**src/pkg/mpgf_consts.vh**
```
`ifndef MPGF_CONSTS_VH
`define MPGF_CONSTS_VH
`define MPGF_OFS_CTL 12'h336
`define MPGF_OFS_BASE_LO 12'h338
`define MPGF_OFS_BASE_HI 12'h33C
`define MPGF_OFS_EGR_LO 12'h340
`define MPGF_OFS_EGR_HI 12'h344
`define MPGF_OFS_BLK_LO 12'h348
`define MPGF_RST_WORD 32'h0000_0000
`define MPGF_RST_CTL 16'h0000
`define MPGF_CTL_EN_BIT 15
`define MPGF_FLD_LSB 0
`define MPGF_FLD_MSB 5
`define MPGF_BASE_LO_LSB 12
`endif

```
**src/hw/mpgf_filter.v**
```verilog
// Our own choice: strobed register access.
`include "mpgf_consts.vh"
module mpgf_filter (
  input wire i_clk,
  input wire i_sys_rst,
  input wire [11:0] i_reg_addr,
  input wire [31:0] i_reg_wdata,
  input wire i_reg_wr,
  input wire i_reg_rd,
  output reg [31:0] o_reg_rdata,
  input wire i_vbus_valid,
  input wire [63:0] i_vbus_addr,
  input wire i_vbus_from_this_port,
  output reg o_egress_valid,
  output reg o_egress_mcast,
  output reg [63:0] o_egress_addr,
  input wire i_ingress_valid,
  input wire [63:0] i_ingress_addr,
  output reg o_ingress_valid,
  output reg o_ingress_drop,
  output reg o_ingress_mcast,
  output reg [5:0] o_ingress_group
);
  localparam GRP_W = 6;
  localparam NUM_GRP = 64;
  localparam [6:0] GRP_SPAN = 7'h06;

  // Register state
  reg [15:0] ctl_ff;
  reg [31:0] base_lo_ff;
  reg [31:0] base_hi_ff;
  reg [31:0] egr_lo_ff;
  reg [31:0] egr_hi_ff;
  reg [31:0] blk_lo_ff;

  // Register port decode
  reg sel_ctl;
  reg sel_base_lo;
  reg sel_base_hi;
  reg sel_egr_lo;
  reg sel_egr_hi;
  reg sel_blk_lo;
  reg [31:0] nxt_rdata;
  wire [15:0] nxt_ctl;
  wire [31:0] nxt_base_lo;

  // Control and window fields
  wire mcast_en;
  wire [GRP_W-1:0] num_group;
  wire [GRP_W-1:0] index_pos;
  wire [63:0] base_addr;
  wire [63:0] egr_mask;
  wire [63:0] blk_mask;
  wire [6:0] win_shift;

  // Per-group qualifiers
  wire [NUM_GRP-1:0] grp_en;
  wire [NUM_GRP-1:0] egr_pass;
  wire [NUM_GRP-1:0] blk_hit;

  // Egress classification
  wire eg_above_base;
  wire [63:0] eg_off;
  wire [63:0] eg_span;
  wire eg_in_win;
  wire [63:0] eg_sh;
  wire [GRP_W-1:0] eg_grp;
  wire eg_mcast;
  wire eg_forward;
  wire nxt_egress_valid;

  // Ingress classification
  wire in_above_base;
  wire [63:0] in_off;
  wire [63:0] in_span;
  wire in_in_win;
  wire [63:0] in_sh;
  wire [GRP_W-1:0] in_grp;
  wire in_mcast;
  wire nxt_ingress_drop;

  // One select per mapped offset; unmapped offsets select nothing
  always @* begin
    sel_ctl = 1'b0;
    sel_base_lo = 1'b0;
    sel_base_hi = 1'b0;
    sel_egr_lo = 1'b0;
    sel_egr_hi = 1'b0;
    sel_blk_lo = 1'b0;
    if (i_reg_addr == `MPGF_OFS_CTL) begin
      sel_ctl = 1'b1;
    end else if (i_reg_addr == `MPGF_OFS_BASE_LO) begin
      sel_base_lo = 1'b1;
    end else if (i_reg_addr == `MPGF_OFS_BASE_HI) begin
      sel_base_hi = 1'b1;
    end else if (i_reg_addr == `MPGF_OFS_EGR_LO) begin
      sel_egr_lo = 1'b1;
    end else if (i_reg_addr == `MPGF_OFS_EGR_HI) begin
      sel_egr_hi = 1'b1;
    end else if (i_reg_addr == `MPGF_OFS_BLK_LO) begin
      sel_blk_lo = 1'b1;
    end
  end

  // Reserved bits are stored as zero so they read back as zero
  assign nxt_ctl = {i_reg_wdata[`MPGF_CTL_EN_BIT], 9'h000,
                    i_reg_wdata[`MPGF_FLD_MSB:`MPGF_FLD_LSB]};
  assign nxt_base_lo = {i_reg_wdata[31:`MPGF_BASE_LO_LSB], 6'h00,
                        i_reg_wdata[`MPGF_FLD_MSB:`MPGF_FLD_LSB]};

  // Each register has its own write enable
  always @(posedge i_clk or posedge i_sys_rst) begin
    if (i_sys_rst) begin
      ctl_ff <= `MPGF_RST_CTL;
    end else if (i_reg_wr && sel_ctl) begin
      ctl_ff <= nxt_ctl;
    end
  end

  always @(posedge i_clk or posedge i_sys_rst) begin
    if (i_sys_rst) begin
      base_lo_ff <= `MPGF_RST_WORD;
    end else if (i_reg_wr && sel_base_lo) begin
      base_lo_ff <= nxt_base_lo;
    end
  end

  always @(posedge i_clk or posedge i_sys_rst) begin
    if (i_sys_rst) begin
      base_hi_ff <= `MPGF_RST_WORD;
    end else if (i_reg_wr && sel_base_hi) begin
      base_hi_ff <= i_reg_wdata;
    end
  end

  always @(posedge i_clk or posedge i_sys_rst) begin
    if (i_sys_rst) begin
      egr_lo_ff <= `MPGF_RST_WORD;
    end else if (i_reg_wr && sel_egr_lo) begin
      egr_lo_ff <= i_reg_wdata;
    end
  end

  always @(posedge i_clk or posedge i_sys_rst) begin
    if (i_sys_rst) begin
      egr_hi_ff <= `MPGF_RST_WORD;
    end else if (i_reg_wr && sel_egr_hi) begin
      egr_hi_ff <= i_reg_wdata;
    end
  end

  always @(posedge i_clk or posedge i_sys_rst) begin
    if (i_sys_rst) begin
      blk_lo_ff <= `MPGF_RST_WORD;
    end else if (i_reg_wr && sel_blk_lo) begin
      blk_lo_ff <= i_reg_wdata;
    end
  end

  // Unmapped offsets read as zero
  always @* begin
    nxt_rdata = `MPGF_RST_WORD;
    if (sel_ctl) begin
      nxt_rdata = {16'h0000, ctl_ff};
    end else if (sel_base_lo) begin
      nxt_rdata = base_lo_ff;
    end else if (sel_base_hi) begin
      nxt_rdata = base_hi_ff;
    end else if (sel_egr_lo) begin
      nxt_rdata = egr_lo_ff;
    end else if (sel_egr_hi) begin
      nxt_rdata = egr_hi_ff;
    end else if (sel_blk_lo) begin
      nxt_rdata = blk_lo_ff;
    end
  end

  // Read data stand only in the cycle after the read strobe
  always @(posedge i_clk or posedge i_sys_rst) begin
    if (i_sys_rst) begin
      o_reg_rdata <= `MPGF_RST_WORD;
    end else begin
      o_reg_rdata <= i_reg_rd ? nxt_rdata : `MPGF_RST_WORD;
    end
  end

  assign mcast_en = ctl_ff[`MPGF_CTL_EN_BIT];
  assign num_group = ctl_ff[`MPGF_FLD_MSB:`MPGF_FLD_LSB];
  assign index_pos = base_lo_ff[`MPGF_FLD_MSB:`MPGF_FLD_LSB];
  assign base_addr = {base_hi_ff, base_lo_ff[31:`MPGF_BASE_LO_LSB],
                      12'h000};
  assign egr_mask = {egr_hi_ff, egr_lo_ff};
  // Upper block-all half is not built, so groups 32 to 63 never block
  assign blk_mask = {32'h0000_0000, blk_lo_ff};
  // Window covers all 64 groups above the index position
  assign win_shift = {1'b0, index_pos} + GRP_SPAN;

  // Qualifiers built once per group; both sides share grp_en, egress alone uses egr_pass and ingress alone blk_hit
  genvar g;
  generate
    for (g = 0; g < NUM_GRP; g = g + 1) begin : g_grp
      // A group past the enabled count acts as if multicast were off
      assign grp_en[g] = mcast_en &&
        (g <= {26'h0, num_group});
      assign egr_pass[g] = grp_en[g] && egr_mask[g];
      assign blk_hit[g] = grp_en[g] && blk_mask[g];
    end
  endgenerate

  // Window test first; offsets past the span are not multicast
  assign eg_above_base = (i_vbus_addr >= base_addr);
  assign eg_off = i_vbus_addr - base_addr;
  assign eg_span = eg_off >> win_shift;
  assign eg_in_win = eg_above_base && (eg_span == 64'h0);
  assign eg_sh = eg_off >> index_pos;
  assign eg_grp = eg_sh[GRP_W-1:0];
  assign eg_mcast = eg_in_win && grp_en[eg_grp];
  // Traffic that is not multicast passes; multicast needs its mask bit
  assign eg_forward = !eg_mcast || egr_pass[eg_grp];
  assign nxt_egress_valid = i_vbus_valid && !i_vbus_from_this_port &&
                            eg_forward;

  // Ingress reuses the same window and group extraction
  assign in_above_base = (i_ingress_addr >= base_addr);
  assign in_off = i_ingress_addr - base_addr;
  assign in_span = in_off >> win_shift;
  assign in_in_win = in_above_base && (in_span == 64'h0);
  assign in_sh = in_off >> index_pos;
  assign in_grp = in_sh[GRP_W-1:0];
  assign in_mcast = in_in_win && grp_en[in_grp];
  // Only multicast of an enabled, blocked group is dropped
  assign nxt_ingress_drop = i_ingress_valid && in_mcast &&
                            blk_hit[in_grp];

  // Classifier results stand for exactly one cycle
  always @(posedge i_clk or posedge i_sys_rst) begin
    if (i_sys_rst) begin
      o_egress_valid <= 1'b0;
    end else begin
      o_egress_valid <= nxt_egress_valid;
    end
  end

  always @(posedge i_clk or posedge i_sys_rst) begin
    if (i_sys_rst) begin
      o_egress_mcast <= 1'b0;
    end else begin
      o_egress_mcast <= eg_mcast;
    end
  end

  always @(posedge i_clk or posedge i_sys_rst) begin
    if (i_sys_rst) begin
      o_egress_addr <= 64'h0;
    end else begin
      o_egress_addr <= i_vbus_addr;
    end
  end

  always @(posedge i_clk or posedge i_sys_rst) begin
    if (i_sys_rst) begin
      o_ingress_valid <= 1'b0;
    end else begin
      o_ingress_valid <= i_ingress_valid;
    end
  end

  always @(posedge i_clk or posedge i_sys_rst) begin
    if (i_sys_rst) begin
      o_ingress_drop <= 1'b0;
    end else begin
      o_ingress_drop <= nxt_ingress_drop;
    end
  end

  always @(posedge i_clk or posedge i_sys_rst) begin
    if (i_sys_rst) begin
      o_ingress_mcast <= 1'b0;
    end else begin
      o_ingress_mcast <= in_mcast;
    end
  end

  always @(posedge i_clk or posedge i_sys_rst) begin
    if (i_sys_rst) begin
      o_ingress_group <= 6'h00;
    end else begin
      o_ingress_group <= in_grp;
    end
  end
endmodule // mpgf_filter

```
**config.mk**
```make
export PLATFORM = sky130hd
export DESIGN_NAME = mpgf_filter
export DESIGN_NICKNAME = d
export VERILOG_FILES = /design/src/hw/mpgf_filter.v
export VERILOG_INCLUDE_DIRS = /design/src /design/src/pkg
export SDC_FILE = /design/constraint.sdc
export NUM_CORES = 1
export LEC_CHECK = 0
export BUFFER_PORTS_ARGS = -buffer_cell sky130_fd_sc_hd__buf_2
export CAP_MARGIN = 20
export CORE_ASPECT_RATIO = 0.7
export CORE_MARGIN = 8
export CORE_UTILIZATION = 30
export CTS_CLUSTER_SIZE = 40
export DETAILED_ROUTE_END_ITERATION = 10
export GPL_TIMING_DRIVEN = 1
export PLACE_DENSITY_LB_ADDON = 0.2
export SKIP_CTS_REPAIR_TIMING = 1
export SLEW_MARGIN = 25
export SYNTH_ARGS = -nofsm -noshare
export SYNTH_HDL_FRONTEND = slang
export SYNTH_SLANG_ARGS = --single-unit
```
**constraint.sdc**
```tcl
create_clock -name i_clk -period 19.32 [get_ports i_clk]
set_input_delay 0.966 -clock i_clk [delete_from_list [all_inputs] [get_ports i_clk]]
set_output_delay 0.966 -clock i_clk [all_outputs]
set_load 0.02 [all_outputs]
```
After elaboration in Yosys (flattened, before gate mapping)

Cells that the tools add are included.
W data, S select, Z words.

Register bits after elaboration: 268
Output and inout port bits: 107
Input bits: 179
Word-level logic and storage cells: 308

Eq/ne operators: 6
Mux-type cells: 36
Add/subtract/negate cells: 3
Shift operators: 4
Reduce and logical (&&, ||, !) cells: 178
$lt $le $gt $ge: 67

Operators with widths:

| operator               | number |
|---|---|
| $mux W32               | 7 |
| $le A6 B6 Y1 const A   | 32 |
| $logic_and A1 B1 Y1    | 173 |
| $ge A64 B64 Y1         | 2 |
| $logic_not A64 Y1      | 2 |
| $shr A64 B6 Y6         | 2 |
| $shr A64 B7 Y64        | 2 |
| $sub A64 B64 Y64       | 2 |
| $le A5 B6 Y1 const A   | 16 |
| $eq A12 B10 Y1 const B | 6 |
| $le A4 B6 Y1 const A   | 8 |
| $mux W1                | 25 |
| $bmux W1 S6            | 4 |
| $le A3 B6 Y1 const A   | 4 |
| $lt A6 B7 Y1 const B   | 2 |
| $le A2 B6 Y1 const A   | 2 |
| $add A6 B3 Y7 const B  | 1 |
| $le A1 B6 Y1 const A   | 1 |
| $logic_not A1 Y1       | 2 |
| $logic_or A1 B1 Y1     | 1 |

Logic depth before layout (Yosys ltp)

Word-level depth: 14
Depth in mapped cells: 23
Mapped depth without buffers: 20

Worst setup path before layout

Ideal clock, no wire load.

Path type: input to register
Start: input i_ingress_addr[12]
End: register o_ingress_mcast
Arrival time: 5.422 ns
Required time: 19.187 ns
Path buffers: 1
Stages: 19
Setup time: 0.133 ns
Setup slack: 13.764 ns
Path through: inv_1 -> ha_1 -> fa_1 -> nand2b_1 -> a211oi_4 -> o21ai_1 -> a2111oi_0 -> o32ai_2 -> xor2_2 -> a211oi_1 -> o21a_1 -> mux4_2 -> a2111oi_4 -> buf_4 -> mux2_2 -> a21oi_1 -> a21oi_1 -> o41ai_1 -> a31oi_1

Word-level cells in the longest chain between the ends: 5
Elaborated cells between the ends (all ways): 9
Classes of those cells: add/sub (1); order compare (1); shift (2); mux (2); reduce/logical (3)

Ends and longest elaborated chain:

| what                                                                        | RTL line                             | RTL |
|---|---|---|
| start, declared                                                             | mpgf_filter.v:18                     | `input wire [63:0] i_ingress_addr,` |
| $sub A64 B64 Y64                                                            | mpgf_filter.v:225                    | `assign in_off = i_ingress_addr - base_addr;` |
| $shr A64 B6 Y6 / $shr A64 B7 Y64 (equally long branches)                    | mpgf_filter.v:228, mpgf_filter.v:226 |  |
| $bmux W1 S6 / $logic_not A64 Y1 (equally long branches)                     | mpgf_filter.v:230, mpgf_filter.v:227 |  |
| $mux W1 (implied by the code) / $logic_and A1 B1 Y1 (equally long branches) | mpgf_filter.v:230, mpgf_filter.v:227 |  |
| $logic_and A1 B1 Y1 *                                                       | mpgf_filter.v:230                    | `assign in_mcast = in_in_win && grp_en[in_grp];` |
| net in_mcast                                                                | mpgf_filter.v:79                     | `wire in_mcast;` |
| end signal, assigned                                                        | mpgf_filter.v:280                    | `o_ingress_mcast <= in_mcast;` |
| end, declared                                                               | mpgf_filter.v:21                     | `output reg o_ingress_mcast,` |

The timed path passes the listed nets; every way through them passes the cells marked *. The select of a mux whose other input is x is not followed.
A chain may end at the register's enable or synchronous reset.

Final worst setup path

Start: register base_lo_ff[26]
End: register o_ingress_drop

Word-level cells in the longest chain between the ends: 7
Elaborated cells between the ends (all ways): 13
Classes of those cells: add/sub (1); order compare (1); shift (2); mux (4); reduce/logical (5)

Ends and longest elaborated chain:

| what                                                                        | RTL line                             | RTL |
|---|---|---|
| start, declared                                                             | mpgf_filter.v:30                     | `reg [31:0] base_lo_ff;` |
| start signal, assigned                                                      | mpgf_filter.v:122                    | `` base_lo_ff <= `MPGF_RST_WORD; `` |
| start signal, assigned                                                      | mpgf_filter.v:124                    | `base_lo_ff <= nxt_base_lo;` |
| $sub A64 B64 Y64                                                            | mpgf_filter.v:225                    |  |
| $shr A64 B6 Y6 / $shr A64 B7 Y64 (equally long branches)                    | mpgf_filter.v:228, mpgf_filter.v:226 |  |
| $bmux W1 S6 / $logic_not A64 Y1 (equally long branches)                     | mpgf_filter.v:230, mpgf_filter.v:227 |  |
| $mux W1 (implied by the code) / $logic_and A1 B1 Y1 (equally long branches) | mpgf_filter.v:230, mpgf_filter.v:227 |  |
| $logic_and A1 B1 Y1                                                         | mpgf_filter.v:230                    |  |
| $logic_and A1 B1 Y1                                                         | mpgf_filter.v:232                    | `assign nxt_ingress_drop = i_ingress_valid && in_mcast &&` |
| $logic_and A1 B1 Y1 *                                                       | mpgf_filter.v:232                    |  |
| net nxt_ingress_drop                                                        | mpgf_filter.v:80                     | `wire nxt_ingress_drop;` |
| end signal, assigned                                                        | mpgf_filter.v:272                    | `o_ingress_drop <= nxt_ingress_drop;` |
| end, declared                                                               | mpgf_filter.v:20                     | `output reg o_ingress_drop,` |

Marks and branches as above.

==> flow_summary.yaml <==
power_and_ir_drop:
  vdd_drop_max_uv: 60.2
  leakagePower_nw: 13.2
  power_density_nw_per_um2: 48.9
finish:
  fin_area_um2: 33700
  area_growth_pct: 11.4
  layout-drive-gt1-share_pct: 19.1
  fillers: 10792
  layout.nets: 4224
outcome:
  status: "complete, no violations"
yosys:
  synth.avg_cell_area_um2: 7.89
  synth_edf_count: 0
  mappedNetlistNets: 4114
  synth-seq-cells: 268
  async_flop_share_pct: 100
  ys_warn_count: 0
  yosysSeqAreaShare_pct: 22.2
  yosys-top-cells-area: "dfrtp_1, mux2_2, nand2_1, a21oi_1, ha_1"
  synthCells: 3829
  synth_cell_type_count: 114
  ys.flop_type: "dfrtp_1"
  syn_area_um2: 30200
  netlist.top_cell.by_area: "dfrtp_1"
  yosysTopAreaCellShare_pct: 22.2
global_routing:
  grt_pass1_vias: 31171
  grt_pass1_wl_mm: 226
  grt_max_degree: 106
  antenna_found_initial: 23
  grt.total_usage_pct: 26.8
  grt-ovfl-total: 0
detailed_routing:
  firstDrtPassIters: 8
  ant_nets: 0
  viasPerCell: 6.37
  routed_wl_mm: 158
  first_iter_violations: 4446
  wire_per_inst_um: 29.8
  drc: 0
  via_count: 33810
sta:
  fmax_mhz: 138
  final.setup_skew_ps: 21.6
  finalMaxSlewViolations: 0
  relSlewSlack_pct: 20.4
  fin_crit_ps: 7230
  rsz0062_at_grt: "false"
  setup_viol_count_final: 0
  finalHoldViolCount: 0
  tightest_slew_ps: 1160
  period_share_pct: 37.4
  tns_ps: 0
critical_path:
  arrival_ps: 7740
  start_kind: "flop"
  required_ps: 19830
  endpoint_kind: "flop"
  worstRegToRegCells: 18
  path_class: "reg -> reg"
  critPathMaxFanout: 50
cts:
  clock_insertion_delay_worst_skew_ps: 640
  clkSlewWorstSetupHoldPaths_ps: 60
  ctsHtreeMaxLevel: 1
  cts_tree: "built"
  root_buffer: "clkbuf_16"
  clock_sinks: 268
  clockBufferDepth: 3
  cts_made_buffers: 31
floorplanning:
  io-pin-count: 286
  die_y_um: 282
  rows: 97
  start_util_pct: 30.2
  coreArea_um2: 100000
  die_area_um2: 111000
  fp.dieW_um: 395
place:
  placement.io_buffers: 285
  dpl_cell_area_um2: 32700
  place_congestion: 1.04
  dp_hpwl_mm: 126
job:
  cap_violations: 0
worst_hold_path:
  hp-class: "in -> async"
layer usage:
layer	routed length (µm)	GRT usage [%]
met4	5630	8.69
met2	60600	35.8
met5	277	0
met3	19400	9.13
met1	72200	39.5
final timing paths:
check                                     to  slack (ps)       startpoint
setup / recovery              o_ingress_drop       12090   base_lo_ff[26]
hold / removal               o_reg_rdata[16]         390        i_sys_rst
setup reg to reg              o_ingress_drop       12090   base_lo_ff[26]
hold reg to reg                base_hi_ff[2]         510    base_hi_ff[2]
max in group asynchronous      base_lo_ff[0]       16760        i_sys_rst
min in group i_clk         o_egress_addr[19]         460  i_vbus_addr[19]
worst max-delay path, cell delays in order (launching register included):
cell	delay, ps
dfrtp_1	390
inv_1	570
ha_1	490
nand4_1	230
nor3_1	480
o311ai_1	230
o211ai_1	410
a2111oi_0	270
o31ai_1	670
o211ai_1	310
mux4_2	580
a2111oi_4	360
buf_4	590
inv_2	360
a311oi_1	370
nor3_1	90
nor2_1	310
nand2_1	110
and4_1	220
logic make-up (layout without fill, tap and decap cells):
| kind of cell | count (synthesis) | after routing | synth area share [%] |
|---|---|---|---|
| flops | 268 | 268 | 22.2 |
| fa+ha+maj | 108 | 108 | 4.51 |
| mux | 360 | 360 | 14.1 |
| other cells | 0 | 11 | 0 |
| simple gates | 1339 | 1339 | 21.4 |
| buf+inv | 381 | 511 | 5.36 |
| compound gates | 1314 | 1314 | 30.8 |
| xor+xnor | 59 | 59 | 1.74 |
registers in the layout, indices dropped and copies added, names as in the netlist:
name and flops:
base_hi_ff 32, o_ingress_mcast 1, o_egress_valid 1, o_ingress_group 6
o_ingress_drop 1, egr_hi_ff 32, blk_lo_ff 32, ctl_ff 7
o_egress_mcast 1, o_ingress_valid 1, o_reg_rdata 32, o_egress_addr 64
base_lo_ff 26, egr_lo_ff 32
report_power, final:
part	switching (W)	leakage [nW]	internal, W
Sequential	0.00000388	3.56	0.000570
Combinational	0.000327	9.16	0.000158
Clock	0.000270	0.464	0.000316
synthesized netlist by cell type, types with 28 or more instances:
cell and instances:
mux4_2 29, buf_2 77, o21a_1 46, o211ai_1 74, mux2i_1 103, ha_1 104, nand3_1 87, a31oi_1 58
dfrtp_1 268, o21ai_0 206, and3_1 41, nor3_1 117, nand4_1 82, inv_1 105, a211o_1 31, buf_1 32
nand2_1 404, o31ai_1 33, or3_1 28, a21o_1 48, a21oi_1 263, mux2_2 228, and2_1 33, xnor2_1 33
nor4_1 44, a22oi_1 43, clkbuf_1 144, nor2_1 342, o22ai_1 39, a211oi_1 68, o21ai_1 36
layout by cell type, fill, tap and decap left out, drive strengths merged, types with 22 or more instances in the layout:
cell type and n:
ha 104, nor4 45, and3 42, nand2b 28, buf 348, o21ai 245, a21o 48, xnor2 33
o21a 46, o221ai 24, a2111oi 25, a31oi 59, a211o 31, mux2i 103, and4 25, mux2 228
a21oi 276, or3 28, nand4 83, nor2 342, mux4 29, dfrtp 268, a22oi 43, o31ai 33
o22ai 39, nor3 120, nand3 87, o211ai 77, a221oi 28, nand2 404, xor2 26, clkbuf 41
a21boi 25, and2 35, inv 112, a222oi 26, nor2b 22, or2 23, a211oi 71
layout make-up:
class | count | area (µm²) | share of cell area [%]
Multi-Input combinational cell | 3180 | 21900 | 65.2
Sequential cell | 268 | 6720 | 20.0
Timing Repair Buffer | 348 | 1910 | 5.68
Tap cell | 1336 | 1670 | 4.97
Clock buffer | 41 | 873 | 2.60
Inverter | 110 | 423 | 1.26
Clock inverter | 12 | 85.1 | 0.253
Antenna cell | 11 | 27.5 | 0.0818
metrics by stage:
step	hold WS [ps]	std cells	utilization [%]	power, W	worst slack (ps)
5_1_grt	428	5296	33.6	0.00171	11880
4_1_cts	418	5295	33.6	0.00165	12370
3_5_place_dp	495	5242	32.7	0.00105	12190
3_3_place_gp	487	5242	32.7	0.00106	12230
2_1_floorplan	479	3829	-	0.000892	10970
6_report	391	5306	33.7	0.00164	12090
Power figures use the tool's default switching activity.
